`src/pkg/urw_pkg.sv`:
```
// Package for the serial port receive error, interrupt and wake logic.
// Assumes one 50 MHz system clock domain and an APB slave for registers.
package urw_pkg;
	localparam logic [11:0] URW_STATUS_OFS = 12'h000;
	localparam logic [11:0] URW_CTRL1_OFS  = 12'h004;
	localparam logic [11:0] URW_CTRL2_OFS  = 12'h008;
	localparam logic [11:0] URW_DATA_OFS   = 12'h00c;
	localparam logic [11:0] URW_GIE_OFS    = 12'h010;
	// Control two fields
	localparam int URW_C2_TXE_IE  = 0;
	localparam int URW_C2_TXI_IE  = 1;
	localparam int URW_C2_RX_IE   = 2;
	localparam int URW_C2_ADDR_EN = 3;
	localparam int URW_C2_WAKE_EN = 4;
	// Control one fields
	localparam int URW_C1_PORT_EN = 0;
	localparam int URW_C1_RX_EN   = 1;
	localparam int URW_C1_PAR_EN  = 2;
	localparam int URW_C1_PAR_ODD = 3;
	localparam int URW_C1_NINE    = 4;
	localparam int URW_C1_RX8     = 5;
	localparam logic [7:0] URW_CTRL_RST = 8'h00;
	localparam int URW_SETTLE_NS = 1000;
	localparam int URW_CLK_NS    = 20;
	localparam logic [7:0] URW_SETTLE_CYC = 8'((URW_SETTLE_NS + URW_CLK_NS - 1) / URW_CLK_NS);
	typedef struct packed {
		logic       valid;
		logic [8:0] data;
		logic       frame_err;
		logic       parity_bit;
	} urw_word_t;
endpackage : urw_pkg

```
`src/hw/urw_core.sv`:
```
// Receive errors, interrupt combine, address detect and wake logic.
// Assumes a receive shifter delivering words and pauses of core_clk_i.
//
// Local design decisions: the register offsets and the APB interface to the registers.
`timescale 1ns/1ps
`default_nettype none
module urw_core (
	input  wire logic              core_clk_i,
	input  wire logic              reset_i,
	input  wire logic              psel_i,
	input  wire logic              penable_i,
	input  wire logic              pwrite_i,
	input  wire logic [11:0]       paddr_i,
	input  wire logic [31:0]       pwdata_i,
	output logic      [31:0]       prdata_o,
	output logic                   pready_o,
	output logic                   pslverr_o,
	input  wire urw_pkg::urw_word_t rx_word_i,
	input  wire logic              overrun_i,
	input  wire logic              tx_empty_i,
	input  wire logic              tx_idle_i,
	input  wire logic              clk_stopped_i,
	input  wire logic              serial_receive_pin_i,
	input  wire logic              port_interrupt_enable_i,
	output logic                   wake_o,
	output logic                   irq_n_o
);
	import urw_pkg::*;

	logic [7:0] port_control_one_reg;
	logic [7:0] port_control_two_reg;
	logic       global_interrupt_enable_reg;
	logic       parity_error_flag_reg;
	logic       framing_error_flag_reg;
	logic       overrun_error_flag_reg;
	logic [8:0] buf_reg [0:1];
	logic [1:0] count_reg;
	logic       status_seen_reg;
	logic       pin_s1_reg;
	logic       pin_s2_reg;
	logic       pin_prev_reg;
	logic       wake_pend_reg;
	logic [7:0] settle_reg;
	logic       irq_n_reg;
	logic       rx_available_flag;
	logic       wr_en;
	logic       rd_en;
	logic       data_rd;
	logic       accept;
	logic       word_top;
	logic       addr_word;
	logic       rx_ev;
	logic       any_ev;
	logic       settling;
	logic       wake_ev;
	logic       wake_irq;
	logic [7:0] woke_cyc_reg;

	function automatic logic par_ok(input logic [8:0] d, input logic nine,
		input logic pb, input logic odd);
		logic p;
		p = ^(nine ? d : {1'b0, d[7:0]}) ^ pb;
		return odd ? p : ~p;
	endfunction : par_ok

	assign pready_o  = 1'b1;
	assign wr_en     = psel_i & penable_i & pwrite_i;
	assign rd_en     = psel_i & penable_i & ~pwrite_i;
	assign data_rd   = rd_en & (paddr_i == URW_DATA_OFS);
	assign settling  = settle_reg != 8'h00;
	// Words arriving while the clock settles after a wake are dropped
	assign accept    = rx_word_i.valid & ~clk_stopped_i & ~settling;
	assign word_top  = port_control_one_reg[URW_C1_NINE] ? rx_word_i.data[8]
		: rx_word_i.data[7];
	assign addr_word = accept & word_top;
	assign rx_available_flag = count_reg != 2'd0;

	always_ff @(posedge core_clk_i) begin
		if (reset_i) begin
			pslverr_o <= 1'b0;
		end else if (psel_i & ~penable_i) begin
			pslverr_o <= !(paddr_i == URW_STATUS_OFS || paddr_i == URW_CTRL1_OFS
				|| paddr_i == URW_CTRL2_OFS || paddr_i == URW_DATA_OFS
				|| paddr_i == URW_GIE_OFS);
		end
	end

	// Registers hold through clock stop unless written over APB: received words do not touch RX8 then
	always_ff @(posedge core_clk_i) begin
		if (reset_i) begin
			port_control_one_reg        <= URW_CTRL_RST;
			port_control_two_reg        <= URW_CTRL_RST;
			global_interrupt_enable_reg <= 1'b0;
		end else begin
			if (wr_en && paddr_i == URW_CTRL1_OFS) begin
				port_control_one_reg[4:0] <= pwdata_i[4:0];
			end
			if (accept && port_control_one_reg[URW_C1_NINE]) begin
				port_control_one_reg[URW_C1_RX8] <= rx_word_i.data[8];
			end
			if (wr_en && paddr_i == URW_CTRL2_OFS) begin
				port_control_two_reg <= pwdata_i[7:0];
			end
			if (wr_en && paddr_i == URW_GIE_OFS) begin
				global_interrupt_enable_reg <= pwdata_i[0];
			end
		end
	end

	// Two-word receive buffer; a third word is dropped as overrun
	always_ff @(posedge core_clk_i) begin
		if (reset_i) begin
			count_reg  <= 2'd0;
			buf_reg[0] <= 9'h000;
			buf_reg[1] <= 9'h000;
		end else begin
			if (data_rd && count_reg != 2'd0) begin
				buf_reg[0] <= (accept && count_reg == 2'd1) ? rx_word_i.data : buf_reg[1];
				if (!accept) begin
					count_reg <= count_reg - 2'd1;
				end else if (count_reg == 2'd2) begin
					buf_reg[1] <= rx_word_i.data;
				end
			end else if (accept && count_reg != 2'd2) begin
				buf_reg[count_reg[0]] <= rx_word_i.data;
				count_reg <= count_reg + 2'd1;
			end
		end
	end

	// Overrun clears only by status read then data read, set wins; parity and framing reload on each accepted word
	always_ff @(posedge core_clk_i) begin
		if (reset_i) begin
			parity_error_flag_reg  <= 1'b0;
			framing_error_flag_reg <= 1'b0;
			overrun_error_flag_reg <= 1'b0;
			status_seen_reg        <= 1'b0;
		end else begin
			if (rd_en && paddr_i == URW_STATUS_OFS) begin
				status_seen_reg <= 1'b1;
			end else if (data_rd) begin
				status_seen_reg <= 1'b0;
			end
			if (accept) begin
				parity_error_flag_reg <= port_control_one_reg[URW_C1_PAR_EN]
					& ~par_ok(rx_word_i.data, port_control_one_reg[URW_C1_NINE],
					rx_word_i.parity_bit, port_control_one_reg[URW_C1_PAR_ODD]);
				framing_error_flag_reg <= rx_word_i.frame_err;
			end else if (data_rd && status_seen_reg) begin
				parity_error_flag_reg  <= 1'b0;
				framing_error_flag_reg <= 1'b0;
			end
			if (overrun_i || (accept && count_reg == 2'd2 && !data_rd)) begin
				overrun_error_flag_reg <= 1'b1;
			end else if (data_rd && status_seen_reg) begin
				overrun_error_flag_reg <= 1'b0;
			end
		end
	end

	always_comb begin
		prdata_o = 32'h0000_0000;
		if (paddr_i == URW_STATUS_OFS) begin
			prdata_o[5:0] = {tx_idle_i, tx_empty_i, rx_available_flag,
				overrun_error_flag_reg, framing_error_flag_reg, parity_error_flag_reg};
		end else if (paddr_i == URW_CTRL1_OFS) begin
			prdata_o[7:0] = port_control_one_reg;
		end else if (paddr_i == URW_CTRL2_OFS) begin
			prdata_o[7:0] = port_control_two_reg;
		end else if (paddr_i == URW_DATA_OFS) begin
			prdata_o[8:0] = buf_reg[0];
		end else if (paddr_i == URW_GIE_OFS) begin
			prdata_o[0] = global_interrupt_enable_reg;
		end
	end

	// Wake detector; pin is synchronised first
	always_ff @(posedge core_clk_i) begin
		if (reset_i) begin
			pin_s1_reg    <= 1'b1;
			pin_s2_reg    <= 1'b1;
			pin_prev_reg  <= 1'b1;
			wake_pend_reg <= 1'b0;
			settle_reg    <= 8'h00;
		end else begin
			pin_s1_reg   <= serial_receive_pin_i;
			pin_s2_reg   <= pin_s1_reg;
			pin_prev_reg <= pin_s2_reg;
			if (wake_ev) begin
				settle_reg    <= URW_SETTLE_CYC;
				wake_pend_reg <= global_interrupt_enable_reg & port_interrupt_enable_i;
			end else if (settling && !clk_stopped_i) begin
				settle_reg <= settle_reg - 8'h01;
			end else if (!settling) begin
				wake_pend_reg <= 1'b0;
			end
		end
	end

	assign wake_ev = clk_stopped_i & pin_prev_reg & ~pin_s2_reg
		& port_control_two_reg[URW_C2_WAKE_EN] & port_control_one_reg[URW_C1_PORT_EN]
		& port_control_one_reg[URW_C1_RX_EN] & port_control_two_reg[URW_C2_RX_IE];
	assign wake_o  = wake_ev;

	// Receive word event, qualified by address mode
	assign rx_ev = port_control_two_reg[URW_C2_RX_IE] & ((accept
		& (~port_control_two_reg[URW_C2_ADDR_EN] | (addr_word
		& port_interrupt_enable_i & global_interrupt_enable_reg))) | overrun_i);
	assign wake_irq = wake_pend_reg & ~settling;
	assign any_ev = rx_ev
		| (tx_empty_i & port_control_two_reg[URW_C2_TXE_IE] & ~clk_stopped_i)
		| (tx_idle_i & port_control_two_reg[URW_C2_TXI_IE] & ~clk_stopped_i)
		| (addr_word & port_control_two_reg[URW_C2_ADDR_EN]
			& port_interrupt_enable_i & global_interrupt_enable_reg)
		| wake_irq;

	always_ff @(posedge core_clk_i) begin
		if (reset_i) begin
			irq_n_reg <= 1'b1;
		end else begin
			// An event in the low cycle merges into it, it is not queued
			irq_n_reg <= ~(any_ev & irq_n_reg);
		end
	end
	assign irq_n_o = irq_n_reg;

	AST_IRQ_ONE_CYCLE: assert property (@(posedge core_clk_i) disable iff (reset_i)
		!irq_n_o |=> irq_n_o) else $error("interrupt low longer than one cycle");
	AST_PAR_RESET: assert property (@(posedge core_clk_i)
		reset_i |=> !parity_error_flag_reg) else $error("parity flag not cleared");
	AST_PAR_DISABLED: assert property (@(posedge core_clk_i) disable iff (reset_i)
		accept && !port_control_one_reg[URW_C1_PAR_EN] |=> !parity_error_flag_reg)
		else $error("parity flag set while disabled");
	AST_RXAVAIL: assert property (@(posedge core_clk_i) disable iff (reset_i)
		accept && count_reg == 2'd0 |=> rx_available_flag) else $error("rx flag missing");
	AST_SETTLE_DROP: assert property (@(posedge core_clk_i) disable iff (reset_i)
		settling && !data_rd |=> count_reg <= $past(count_reg)) else $error("data kept in settle");
	AST_ADDR_GATE: assert property (@(posedge core_clk_i) disable iff (reset_i)
		accept && port_control_two_reg[URW_C2_ADDR_EN] && !word_top && !overrun_i
		&& port_control_two_reg[URW_C2_RX_IE] |-> !rx_ev)
		else $error("data interrupt in address mode");
	AST_WAKE_HOLD: assert property (@(posedge core_clk_i) disable iff (reset_i)
		wake_ev |=> settling) else $error("wake skipped settle");
	AST_WAKE_NOIRQ: assert property (@(posedge core_clk_i) disable iff (reset_i)
		wake_ev && !global_interrupt_enable_reg |=> !wake_pend_reg)
		else $error("wake interrupt without enables");
	AST_CTRL_HOLD: assert property (@(posedge core_clk_i) disable iff (reset_i)
		clk_stopped_i && !wr_en |=> port_control_two_reg == $past(port_control_two_reg))
		else $error("control changed in power-down");
	AST_CTRL1_HOLD: assert property (@(posedge core_clk_i) disable iff (reset_i)
		clk_stopped_i && !wr_en |=> port_control_one_reg == $past(port_control_one_reg))
		else $error("control one changed in power-down");

	// Interrupt combine and the receive qualifiers
	AST_IRQ_ISSUE: assert property (@(posedge core_clk_i) disable iff (reset_i)
		any_ev && irq_n_o |=> !irq_n_o) else $error("event gave no interrupt pulse");
	AST_IRQ_QUIET: assert property (@(posedge core_clk_i) disable iff (reset_i)
		!any_ev |=> irq_n_o) else $error("interrupt pulse without event");
	AST_EVERY_WORD: assert property (@(posedge core_clk_i) disable iff (reset_i)
		accept && port_control_two_reg[URW_C2_RX_IE] && !port_control_two_reg[URW_C2_ADDR_EN]
		|-> rx_ev) else $error("word gave no data interrupt");
	AST_ADDR_ENABLES: assert property (@(posedge core_clk_i) disable iff (reset_i)
		accept && port_control_two_reg[URW_C2_ADDR_EN] && !overrun_i
		&& !(port_interrupt_enable_i && global_interrupt_enable_reg) |-> !rx_ev)
		else $error("address interrupt without enables");
	AST_OVR_EVENT: assert property (@(posedge core_clk_i) disable iff (reset_i)
		overrun_i && port_control_two_reg[URW_C2_RX_IE] |-> any_ev)
		else $error("overrun gave no interrupt");

	// Status flags, ninth bit and buffer count
	AST_PAR_SET: assert property (@(posedge core_clk_i) disable iff (reset_i)
		accept && port_control_one_reg[URW_C1_PAR_EN] && !par_ok(rx_word_i.data,
		port_control_one_reg[URW_C1_NINE], rx_word_i.parity_bit,
		port_control_one_reg[URW_C1_PAR_ODD]) |=> parity_error_flag_reg)
		else $error("parity error not flagged");
	AST_FLAG_KEEP: assert property (@(posedge core_clk_i) disable iff (reset_i)
		!accept && !overrun_i && !(data_rd && status_seen_reg)
		|=> $stable({parity_error_flag_reg, framing_error_flag_reg, overrun_error_flag_reg}))
		else $error("status flag changed without cause");
	AST_NINTH_BIT: assert property (@(posedge core_clk_i) disable iff (reset_i)
		accept && port_control_one_reg[URW_C1_NINE]
		|=> port_control_one_reg[URW_C1_RX8] == $past(word_top))
		else $error("ninth bit not stored");
	AST_BUF_BOUND: assert property (@(posedge core_clk_i) disable iff (reset_i)
		count_reg != 2'd3) else $error("receive buffer count out of range");

	// Cycles with the clock running since the last wake, for the settle check
	always_ff @(posedge core_clk_i) begin
		if (reset_i) begin
			woke_cyc_reg <= 8'h00;
		end else if (wake_ev) begin
			woke_cyc_reg <= 8'h00;
		end else if (!clk_stopped_i && woke_cyc_reg != 8'hff) begin
			woke_cyc_reg <= woke_cyc_reg + 8'h01;
		end
	end

	AST_SETTLE_LOAD: assert property (@(posedge core_clk_i) disable iff (reset_i)
		wake_ev |=> settle_reg == URW_SETTLE_CYC) else $error("settle count not loaded");
	AST_WAKE_LATE: assert property (@(posedge core_clk_i) disable iff (reset_i)
		wake_irq |-> woke_cyc_reg >= URW_SETTLE_CYC) else $error("wake interrupt before settle");
	AST_WAKE_PEND: assert property (@(posedge core_clk_i) disable iff (reset_i)
		wake_ev && global_interrupt_enable_reg && port_interrupt_enable_i |=> wake_pend_reg)
		else $error("wake interrupt lost");

	COV_WAKE: cover property (@(posedge core_clk_i) wake_ev ##[1:150] !irq_n_o);
	COV_OVERRUN: cover property (@(posedge core_clk_i) overrun_error_flag_reg);
	COV_ADDR: cover property (@(posedge core_clk_i) addr_word && !irq_n_reg);
	COV_PARITY: cover property (@(posedge core_clk_i) $rose(parity_error_flag_reg));
	COV_SETTLE_DROP: cover property (@(posedge core_clk_i) rx_word_i.valid && settling);
endmodule : urw_core
`default_nettype wire

```
`config.mk`:
```
export PLATFORM = sky130hd
export DESIGN_NAME = urw_core
export DESIGN_NICKNAME = d
export VERILOG_FILES = /design/src/pkg/urw_pkg.sv /design/src/hw/urw_core.sv
export SDC_FILE = /design/constraint.sdc
export NUM_CORES = 1
export LEC_CHECK = 0
export BUFFER_PORTS_ARGS = -buffer_cell sky130_fd_sc_hd__buf_4
export CAP_MARGIN = 5
export CORE_UTILIZATION = 43
export DETAILED_ROUTE_END_ITERATION = 8
export PLACE_DENSITY = 0.7
export SLEW_MARGIN = 20
export SYNTH_ARGS = -nofsm -noshare
export SYNTH_HDL_FRONTEND = slang
export SYNTH_SLANG_ARGS = --single-unit
export TNS_END_PERCENT = 50
```
`constraint.sdc`:
```
create_clock -name core_clk_i -period 3 [get_ports core_clk_i]
set_input_delay 0.75 -clock core_clk_i [delete_from_list [all_inputs] [get_ports core_clk_i]]
set_output_delay 0.75 -clock core_clk_i [all_outputs]
set_load 0.02 [all_outputs]
```
== Word-level counts from Yosys, hierarchy flattened ==
Memory sizes are Yosys's and may differ from the RTL's.
Index checks and enable logic that the tools add are counted.

* Bits in registers: 35
* Bits in latches: 0
* Memory bits (writable): 18
* Memory bits (read-only): 0
* Logic and storage cells: 157
* Memories kept: 1

{| class="wikitable"
|+ Memory list
! name !! depth !! bits a word !! read ports !! clocked after memory_dff !! wr ports !! line !! RTL
|-
| buf_reg || 2 || 9 || 2 || 0 || 2 || urw_core.sv:36 || <nowiki>logic [8:0] buf_reg [0:1];</nowiki>
|}

* Add/subtract/negate cells: 3
* Multipliers: 0
* Divide/modulo/power cells: 0
* Order comparisons: 0
* Equality and inequality tests: 10
* Shift-type cells: 0
* Muxes and demuxes: 46
* Bitwise operators: 47
* Reduce and logical (&&, ||, !) cells: 33

{| class="wikitable"
|+ Operators with widths
! cell !! count
|-
| $mux W9 || 5
|-
| $mux W1 || 31
|-
| $and A1 B1 Y1 || 29
|-
| $eq A12 B4 Y1 const B || 2
|-
| $mux W8 || 3
|-
| $mux W6 || 3
|-
| $eq A12 B3 Y1 const B || 1
|-
| $eq A12 B5 Y1 const B || 1
|-
| $logic_and A1 B1 Y1 || 12
|-
| $logic_not A12 Y1 || 1
|-
| $reduce_bool A2 Y1 || 6
|-
| $not A1 Y1 || 9
|-
| $reduce_or A9 Y1 || 1
|-
| $reduce_xor A9 Y1 || 1
|-
| $ne A2 B2 Y1 const B || 4
|-
| $or A1 B1 Y1 || 8
|-
| $reduce_bool A8 Y1 || 1
|-
| $sub A8 B1 Y8 const B || 1
|-
| $mux W2 || 3
|-
| $logic_or A1 B1 Y1 || 5
|-
| $reduce_and A2 Y1 || 2
|-
| $logic_not A1 Y1 || 3
|-
| $mux W3 || 1
|-
| $add A2 B1 Y2 const B || 1
|-
| other kinds (5) || 5
|}

== Depth between registers and ports, before layout ==
Gate-level depths: netlist of the first run.

* Depth in word-level cells: 16
* Mapped depth: 8
* Gate-level depth less buffers: 7

== Worst setup path after synthesis of the first run ==
No wires, ideal clock.

* Path kind: input -> output
* From: input port paddr_i[2]
* To: output port prdata_o[0]
* Arrival time: 2.090 ns
* Data required time: 2.250 ns
* Slack: 0.160 ns
* Stages on the path: 4
* Cells stage by stage: clkbuf_1 > clkbuf_1 > mux2i_1 > o32ai_1

* Word-level cells in the longest chain between the ends: 6
* Elaborated cells between the ends (all ways): 10

{| class="wikitable"
|+ RTL lines
! item !! line !! RTL
|-
| start, declared || urw_core.sv:13 || <nowiki>input wire logic [11:0] paddr_i,</nowiki>
|-
| $eq A12 B5 Y1 || urw_core.sv:172 || <nowiki>end else if (paddr_i == URW_GIE_OFS) begin</nowiki>
|-
| $mux W1 || urw_core.sv:172 ||
|-
| $mux W1 || urw_core.sv:170 || <nowiki>end else if (paddr_i == URW_DATA_OFS) begin</nowiki>
|-
| $mux W8 || urw_core.sv:168 || <nowiki>end else if (paddr_i == URW_CTRL2_OFS) begin</nowiki>
|-
| $mux W8 || urw_core.sv:166 || <nowiki>end else if (paddr_i == URW_CTRL1_OFS) begin</nowiki>
|-
| $mux W6 (*) || urw_core.sv:163 || <nowiki>if (paddr_i == URW_STATUS_OFS) begin</nowiki>
|-
| end, declared || urw_core.sv:15 || <nowiki>output logic [31:0] prdata_o,</nowiki>
|}

Every way passes the cells marked *; elsewhere a longest branch is shown, timed or not.

== Worst setup path in the final report of the first run ==
* From: input port paddr_i[3]
* To: output port prdata_o[3]

* Word-level cells in the longest chain between the ends: 5
* Elaborated cells between the ends (all ways): 8

{| class="wikitable"
|+ RTL lines
! item !! line
|-
| $eq A12 B4 Y1 || urw_core.sv:170
|-
| $mux W8 || urw_core.sv:170
|-
| $mux W8 || urw_core.sv:168
|-
| $mux W8 || urw_core.sv:166
|-
| $mux W6 (*) || urw_core.sv:163
|}

Marked as above.

==> run metrics, run 1 <==
status=finished clean; CP Capture Type=output port; most frequent cells after synthesis=41 x nor2_1, 35 x dfxtp_1, 29 x mux2i_1, 24 x buf_4, 18 x edfxtp_1; Syn Inst Count=between 300 and 400; Post-Syn Area=0.00312 mm^2; CP Capture Point=prdata_o[3]; nets@finish=442; clk slew on worst S/H paths=roughly 90 ps; Yosys top cell area share=22.5%; total negative slack=0 ps; initial antenna violation count=0; Netlist cell types=48; crit path launch type=input pin; Power Density=493 mW/mm^2; largest area contributor in the netlist=dfxtp_1; sequential area share after synthesis=about two fifths; Critical Path Fanout Max=13; layout cells sized above 1=22.0%; reg2reg end=buf_reg[1][0]$_DFFE_PP_; RSZ-0062 raised after global routing=no; clk root buf=clkbuf_8; Fmax=370 MHz; Synth Area per Inst=between 9 and 10 um^2; Top Ports=~100; Worst Path Required=about 2300 ps; RePlAce Congestion=between 0.8 and 0.9; Fin Clk Skew=6.84 ps; Clock Latency Late Sink=around 320 ps; post-cts sizing count=0; async set-or-reset flop fraction in the synthesized netlist=0%; EDFF count, synth=18; CTS sink count=53; post-route cell area=0.00361 mm^2; Worst Hold Class=reg2reg; fin crit period=around 2700 ps; Setup Viol. Count Final=0; wire per inst=14.3 um; fin. max-slew vios=0; largest net degree at the start of global routing=45; worst path arrival time=1950 ps; most common cell in the synthesized netlist=nor2_1; Die Area=between 0.007 and 0.008 mm^2; worst reg2reg path depth=7; Final Power=1.78 mW; crit path from=paddr_i[3]; ranking of synthesized cells by area=dfxtp_1 22%, edfxtp_1 17%, mux2i_1 9.3%; Yosys warnings=0; ys flop type=dfxtp_1; MaxCap Viol Count=0; H-Tree Depth=2; Tot GR Track Use=between 10% and 20%; Area after DPL=between 0.003 and 0.004 mm^2; via-per-instance ratio=4.99; number of flip-flops in the largest register=18; synth-to-layout area growth=15.8%; DR DRC count=0; diode count=0; drt first pass iters=4; Lkg Pwr=between 1 and 1.5 nW; drt total wl=roughly 6700 um; Reg-to-Reg Start=settle_reg[0]$_SDFFE_PP0P_; Hold Violations, Final=0; number of buffers created by CTS=5; Die H=87.1 um; Detail Route Antenna Nets=0; VDD IR-drop max=233 uV; Post-CTS Setup Bufs=0; Max clock buf depth=2; vias after detailed routing=around 2300; vias in the first global route=roughly 2100; Rows=30; crit share post-route=around 90%; CORE AREA=roughly 0.007 mm^2; R2R Setup Slk=just under 800 ps; Filler cells=662; TritonCTS clock tree=yes; Port Buffers=54; post-cts hold buffer count=0; Worst slew margin=a little under three fifths; Worst Max-Slew Pin Slew=653 ps; first-pass GRT wire length=between 10000 and 15000 um; HPWL after DPL=roughly 5000 um; total grt overflow=0; Starting DRT DRC Count=70; kind of critical path=in2out; Yosys reg bits=53; chip width=87.1 um; starting density of the core=a little under half
-- cells in the final DEF, fill, tap and decap left out, drive strengths merged, types with 5 or more instances in the layout --
master,count
nor4,5
conb,24
mux2i,29
inv,13
o21a,9
nor2,41
mux4,5
buf,58
nand4,6
and2,14
a21oi,13
xor2,8
clkbuf,6
nand3,17
nand2,13
edfxtp,18
xnor2,9
dfxtp,35
-- metrics by stage --
stage | hold WS (ps) | setup WS (ps) | cells | util, %
after floorplan | 389 | 160 | 344 | -
after global placement | 397 | 280 | 460 | 51.0
after detailed placement | 393 | 287 | 460 | 51.0
after CTS | 417 | 288 | 468 | 52.2
after global routing | 430 | 222 | 468 | 52.2
final | 415 | 295 | 468 | 52.2
-- cell families (layout without fill, tap and decap cells) --
group	count (synthesis)	after routing	synth area share (%)
buffers and inverters	50	78	8.92
AOI/OAI and AO/OA	39	39	8.23
adders and majority gates	4	4	1.61
other	2	24	0.241
muxes	34	34	12.9
DFF	53	53	39.8
xor gates and xnor gates	17	17	4.78
and+or+nand+nor	123	123	23.5
-- metal layers --
| metal | up-vias | wire length, um | track usage (%) |
|---|---|---|---|
| met5 | - | 0 | 0 |
| met4 | 0 | 88 | 6.26 |
| met3 | 6 | 342 | 3.41 |
| met2 | 75 | 3050 | 29.4 |
| met1 | 1073 | 3190 | 24.3 |
| li1 | 1180 | - | - |
-- layout make-up --
class                      instances  area (um^2)  area share (%)
inverter                          12         45.0            1.25
multi-input combinational        241         1680            46.5
clock buffer                       6         72.6            2.01
sequential                        53         1240            34.4
timing repair buffer              58          435            12.1
tap                               96          120            3.33
clock inverter                     2         13.8           0.382
-- worst min-delay path by stage --
stage | slack, ps | cells past startpoint | from | endpoint
floorplan | 390 | 1 | pin_s1_reg$_SDFF_PP1_ | pin_s2_reg$_SDFF_PP1_
global placement | 400 | 1 | pin_s1_reg$_SDFF_PP1_ | pin_s2_reg$_SDFF_PP1_
detailed placement | 390 | 1 | pin_s1_reg$_SDFF_PP1_ | pin_s2_reg$_SDFF_PP1_
CTS | 420 | 1 | pin_s1_reg$_SDFF_PP1_ | pin_s2_reg$_SDFF_PP1_
global route | 430 | 1 | pin_s1_reg$_SDFF_PP1_ | pin_s2_reg$_SDFF_PP1_
finish | 420 | 1 | pin_s1_reg$_SDFF_PP1_ | pin_s2_reg$_SDFF_PP1_
-- report_power, final --
part | leakage [nW] | internal, mW | switching [mW]
clock network | 0.0417 | 0.166 | 0.248
registers | 0.471 | 0.816 | 0.0524
logic | 0.948 | 0.210 | 0.286
-- worst max-delay path: stages --
cell and delay [ps]:
buf_4 170, inv_1 190, mux4_2 520, and2_1 170, buf_4 150
(Power assumes the default switching activity.)
==> run 2: changes to the inputs <==
--- a/config.mk
+++ b/config.mk
@@ -10,6 +10,8 @@
 export CORE_UTILIZATION = 43
 export DETAILED_ROUTE_END_ITERATION = 8
 export PLACE_DENSITY = 0.7
+export REMOVE_ABC_BUFFERS = 1
+export SKIP_CTS_REPAIR_TIMING = 1
 export SLEW_MARGIN = 20
 export SYNTH_ARGS = -nofsm -noshare
 export SYNTH_HDL_FRONTEND = slang
==> run 2 against run 1 <==
Net effect:
- worst setup slack got worse by 33 ps
- final cell count did not move
- global-route usage rose by 0.42 points
- hold slack improved by 8.8 ps
- combinational power barely moved
- first-iteration DRC count rose by 140%
- routed wire length barely moved
- die area did not move
- sequential share of layout area fell by 0.083 points
- non-clock buffer count did not move
- clock-buffer cell count fell by 1
- via count rose by 2.7%
- critical path type unchanged
- largest cell class unchanged
- largest power group unchanged
==> run metrics, run 2 (synthesis results as in run 1) <==
Die Area=approximately 0.0076 mm^2; diode count=0; Critical Path Fanout Max=5; first-pass GRT wire length=between 10000 and 15000 um; total negative slack=0 ps; commonest non-fill, non-tap cell in the layout=buf_4; Starting DRT DRC Count=~170; HPWL after DPL=around 5000 um; worst hold slack=~420 ps; Hold Violations, Final=0; DR DRC count=0; Detail Route Antenna Nets=0; Fin Clk Skew=approximately 6.4 ps; Worst Path Required=between 2000 and 2500 ps; total grt overflow=0; clk root buf=clkbuf_8; worst path arrival time=roughly 2000 ps; drt total wl=between 6000 and 7000 um; CP Capture Type=output port; starting density of the core=between 40 and 50%; H-Tree Depth=2; kind of critical path=in2out; Die H=around 87 um; clock network power share=about a quarter; commonest cells after routing, fill and taps aside=58 x buf_4, 41 x nor2_1, 35 x dfxtp_1; Port Buffers=54; cell internal pwr=around 1.2 mW; Worst slew margin=~55%; CORE AREA=about 0.0069 mm^2; Lkg Pwr=around 1.5 nW; Finished Core Util=between 50 and 60%; crit share post-route=91.3%; Top Ports=103; drt first pass iters=4; Max clock buf depth=2; Rows=30; Post-Layout Cell Count=around 470; number of flip-flops in the largest register=18; Clock Latency Late Sink=310 ps; layout cells sized above 1=22.3%; R2R Setup Slk=610 ps; MaxCap Viol Count=0; switching pwr=597 uW; RePlAce Congestion=between 0.8 and 0.9; Fmax=365 MHz; via-per-instance ratio=between 5 and 6; Inst Count DP=between 400 and 500; Worst Hold Class=reg2reg; vias after detailed routing=approximately 2400; largest net degree at the start of global routing=45; Power Density=between 400 and 500 mW/mm^2; RSZ-0062 raised after global routing=no; Tot GR Track Use=18.6%; crit path launch type=input pin; synth-to-layout area growth=16.1%; Comb power frac=between 20% and 30%; clk slew on worst S/H paths=~100 ps; wire per inst=roughly 14 um; vias in the first global route=between 2000 and 2500; fin crit period=2740 ps; VDD IR-drop max=slightly above 300 uV; chip width=about 87 um; Worst Max-Slew Pin Slew=between 600 and 700 ps; Setup Viol. Count Final=0; Sw Share=between 30% and 40%; initial antenna violation count=0; nets@finish=between 400 and 500; number of buffers created by CTS=5; Sequential Power Share=between 40% and 50%; fin. max-slew vios=0; TritonCTS clock tree=yes; status=finished clean; CTS sink count=53
[run 2: cell count changes in the layout (fill, tap and decap cells not counted), sizes merged]
cell      change
clkinv        +2
clkbuf        -1
clkinvlp      -1
[run 2: critical path, stage by stage]
cell and delay [ps]:
buf_4 120, nor4_4 420, nand3_4 160, o32ai_1 340
buf_4 200
[run 2: layout make-up]
cell class	count	area [um^2]
clock buffers	5	68.8
clock inverters	3	26.3
fillers	637	3290
inverters	12	45.0
multi-input cells	241	1680
flip-flops and latches	53	1240
well taps	96	120
repair buffers	58	435
[run 2: routing by layer]
metal,track usage (%),share of wire (%),up-vias
li1,-,-,1185
met1,24.2,46,1128
met2,31.3,48,76
met3,3.98,4.1,9
met4,4.92,1.4,0
met5,0,0,-
[run 2: worst paths after layout]
path,from,end,cells after the start
worst min register to register,pin_s1_reg$_SDFF_PP1_,pin_s2_reg$_SDFF_PP1_,1
worst max register to register,settle_reg[0]$_SDFFE_PP0P_,buf_reg[0][5]$_DFFE_PP_,7
worst min-delay path,pin_s1_reg$_SDFF_PP1_,pin_s2_reg$_SDFF_PP1_,1
worst max-delay path,paddr_i[1],prdata_o[0],5
[run 2: power groups by stage]
stage          clock (mW)  combinational [mW]  sequential [mW]
2_1_floorplan           0               0.347            0.873
3_3_place_gp            0               0.481            0.883
3_5_place_dp            0               0.495            0.886
4_1_cts             0.434               0.497            0.870
5_1_grt             0.463               0.558            0.882
6_report            0.428               0.497            0.870
[run 2: through the flow]
stage / total power, mW / area (um^2) / setup WS (ps)
detailed placement: 1.38 / 3520 / 286
CTS: 1.80 / 3620 / 275
global placement: 1.36 / 3520 / 294
finish: 1.80 / 3620 / 262
floorplan: 1.22 / 2970 / 93.2
global route: 1.90 / 3620 / 195
==> run 3: changes to the inputs <==
--- a/config.mk
+++ b/config.mk
@@ -7,12 +7,13 @@
 export LEC_CHECK = 0
 export BUFFER_PORTS_ARGS = -buffer_cell sky130_fd_sc_hd__buf_4
 export CAP_MARGIN = 5
+export CORE_MARGIN = 5
 export CORE_UTILIZATION = 43
 export DETAILED_ROUTE_END_ITERATION = 8
 export PLACE_DENSITY = 0.7
 export REMOVE_ABC_BUFFERS = 1
 export SKIP_CTS_REPAIR_TIMING = 1
-export SLEW_MARGIN = 20
+export SLEW_MARGIN = 0
 export SYNTH_ARGS = -nofsm -noshare
 export SYNTH_HDL_FRONTEND = slang
 export SYNTH_SLANG_ARGS = --single-unit
==> run 3 against run 2 <==
Net effect:
- final cell count grew 0.64%
- non-clock buffer count stayed put
- routed wire length grew 3.1%
- die area is 19% higher
- clock skew rose by 1.4 ps
- clock power increased by 14%
- largest power group unchanged
- worst setup slack worse by 11 ps
- critical path type unchanged
- highest routed layer unchanged
- first-iteration DRC count shrank 19%
==> run metrics, run 3 (synthesis results as in run 1) <==
critical path cell sequence=buf_4, nor4_4, nand3_4, o32ai_1, buf_4; Worst Hold Class=reg2reg; MaxCap Viol Count=0; layout cells sized above 1=between 20% and 30%; Hold Violations, Final=0; drt first pass iters=4; R2R Setup Slk=~630 ps; Fmax=~360 MHz; Final Power=between 1.5 and 2 mW; Area after DPL=around 0.0035 mm^2; vias after detailed routing=around 2400; hold_sp=pin_s1_reg$_SDFF_PP1_; wire per inst=between 10 and 15 um; cell internal pwr=1.28 mW; worst path arrival time=2000 ps; DR DRC count=0; Worst Max-Slew Pin Slew=approximately 640 ps; total negative slack=0 ps; Lkg Pwr=between 1 and 1.5 nW; Comb power frac=a little over a quarter; post-route cell area=between 0.003 and 0.004 mm^2; Hold Crit Depth=1; total grt overflow=0; H-Tree Depth=2; clock network power share=26.4%; Critical Path Max Stage Delay=about 420 ps; status=finished clean; starting density of the core=43.7%; worst reg2reg path depth=7; chip width=between 90 and 100 um; commonest non-fill, non-tap cell in the layout=buf_4; RSZ-0062 raised after global routing=no; Reg-to-Reg Start=settle_reg[0]$_SDFFE_PP0P_; Critical Path Fanout Max=4; Sequential Power Share=a little under half; Die Area=about 0.009 mm^2; commonest cells after routing, fill and taps aside=58 x buf_4, 41 x nor2_1, 35 x dfxtp_1; Sw Share=between 30% and 40%; most used cell, CP=buf_4; kind of critical path=in2out; Detail Route Antenna Nets=0; Top Ports=just over 100; vias in the first global route=about 2300; Max clock buf depth=2; nets@finish=442; Worst Path Required=approximately 2300 ps; drt total wl=~6900 um; synth-to-layout area growth=16.8%; largest net degree at the start of global routing=between 40 and 50; HPWL after DPL=~5300 um; Clock Latency Late Sink=~310 ps; Fin Clk Skew=slightly below 8 ps; clk root buf=clkbuf_8; crit path launch type=input pin; RePlAce Congestion=between 0.8 and 0.9; Die H=around 95 um; number of flip-flops in the largest register=18; fin crit period=2750 ps; first-pass GRT wire length=11200 um; Starting DRT DRC Count=around 140; reg2reg end=buf_reg[0][6]$_DFFE_PP_; Tot GR Track Use=about 16%; CP Capture Type=output port; VDD IR-drop max=234 uV; Port Buffers=between 50 and 60; CORE AREA=0.00714 mm^2; Rows=31; via-per-instance ratio=5.07; Slowest cell on crit path=nor4_4; initial antenna violation count=0; diode count=0; TritonCTS clock tree=yes; CTS sink count=53; fin. max-slew vios=0; Power Density=a little over 500 mW/mm^2; crit share post-route=approximately nine tenths; WHS Endpoint=pin_s2_reg$_SDFF_PP1_; Worst slew margin=57.7%; Setup Viol. Count Final=0; clk slew on worst S/H paths=100 ps; number of buffers created by CTS=5; switching pwr=just under 600 uW
[run 3: final cells by class]
cell class	count	area, um^2
flip-flops and latches	53	1240
multi-input cells	241	1680
repair buffers	58	435
clock buffers	5	68.8
well taps	99	124
clock inverters	3	45.0
fillers	701	3500
inverters	12	45.0
[run 3: worst max-delay path, delay by kind of cell]
| kind | cells | cell delay (ps) |
|---|---|---|
| buffers and inverters | 2 | 330 |
| and+or+nand+nor | 2 | 570 |
| AOI/OAI and AO/OA | 1 | 350 |
[run 3: worst max path at each step]
stage / from / endpoint / slack, ps / cells after the start
after floorplan: paddr_i[1] / buf_reg[1][0]$_DFFE_PP_ / 90 / 4
after global placement: paddr_i[3] / prdata_o[3] / 270 / 5
after detailed placement: paddr_i[5] / prdata_o[0] / 240 / 5
after CTS: paddr_i[5] / prdata_o[0] / 230 / 5
after global routing: paddr_i[4] / prdata_o[0] / 200 / 5
final: paddr_i[5] / prdata_o[0] / 250 / 5
[run 3: metal layers]
layer  vias to the layer above  wire (um)  part of all wire [%]  track usage, %
met2                        85       3160                    46            26.2
met3                         8        469                   6.8            2.60
met5                         -          0                     0               0
met1                      1115       3170                    46            21.6
met4                         0         85                   1.2            4.33
li1                       1182          -                     -               -
[run 3: metrics by stage]
step           setup slack [ps]  hold WS [ps]  std cells  utilization (%)
4_1_cts                     230           416        471             51.0
6_report                    251           413        471             51.0
3_5_place_dp                242           398        463             49.4
3_3_place_gp                271           397        463             49.4
5_1_grt                     197           445        471             51.0
2_1_floorplan              93.2           389        306                -
[run 3: power by group through the flow]
stage | clock (mW) | sequential (mW) | combinational [mW]
2_1_floorplan | 0 | 0.873 | 0.347
3_3_place_gp | 0 | 0.885 | 0.481
3_5_place_dp | 0 | 0.888 | 0.491
4_1_cts | 0.507 | 0.872 | 0.494
5_1_grt | 0.528 | 0.881 | 0.560
6_report | 0.490 | 0.871 | 0.493
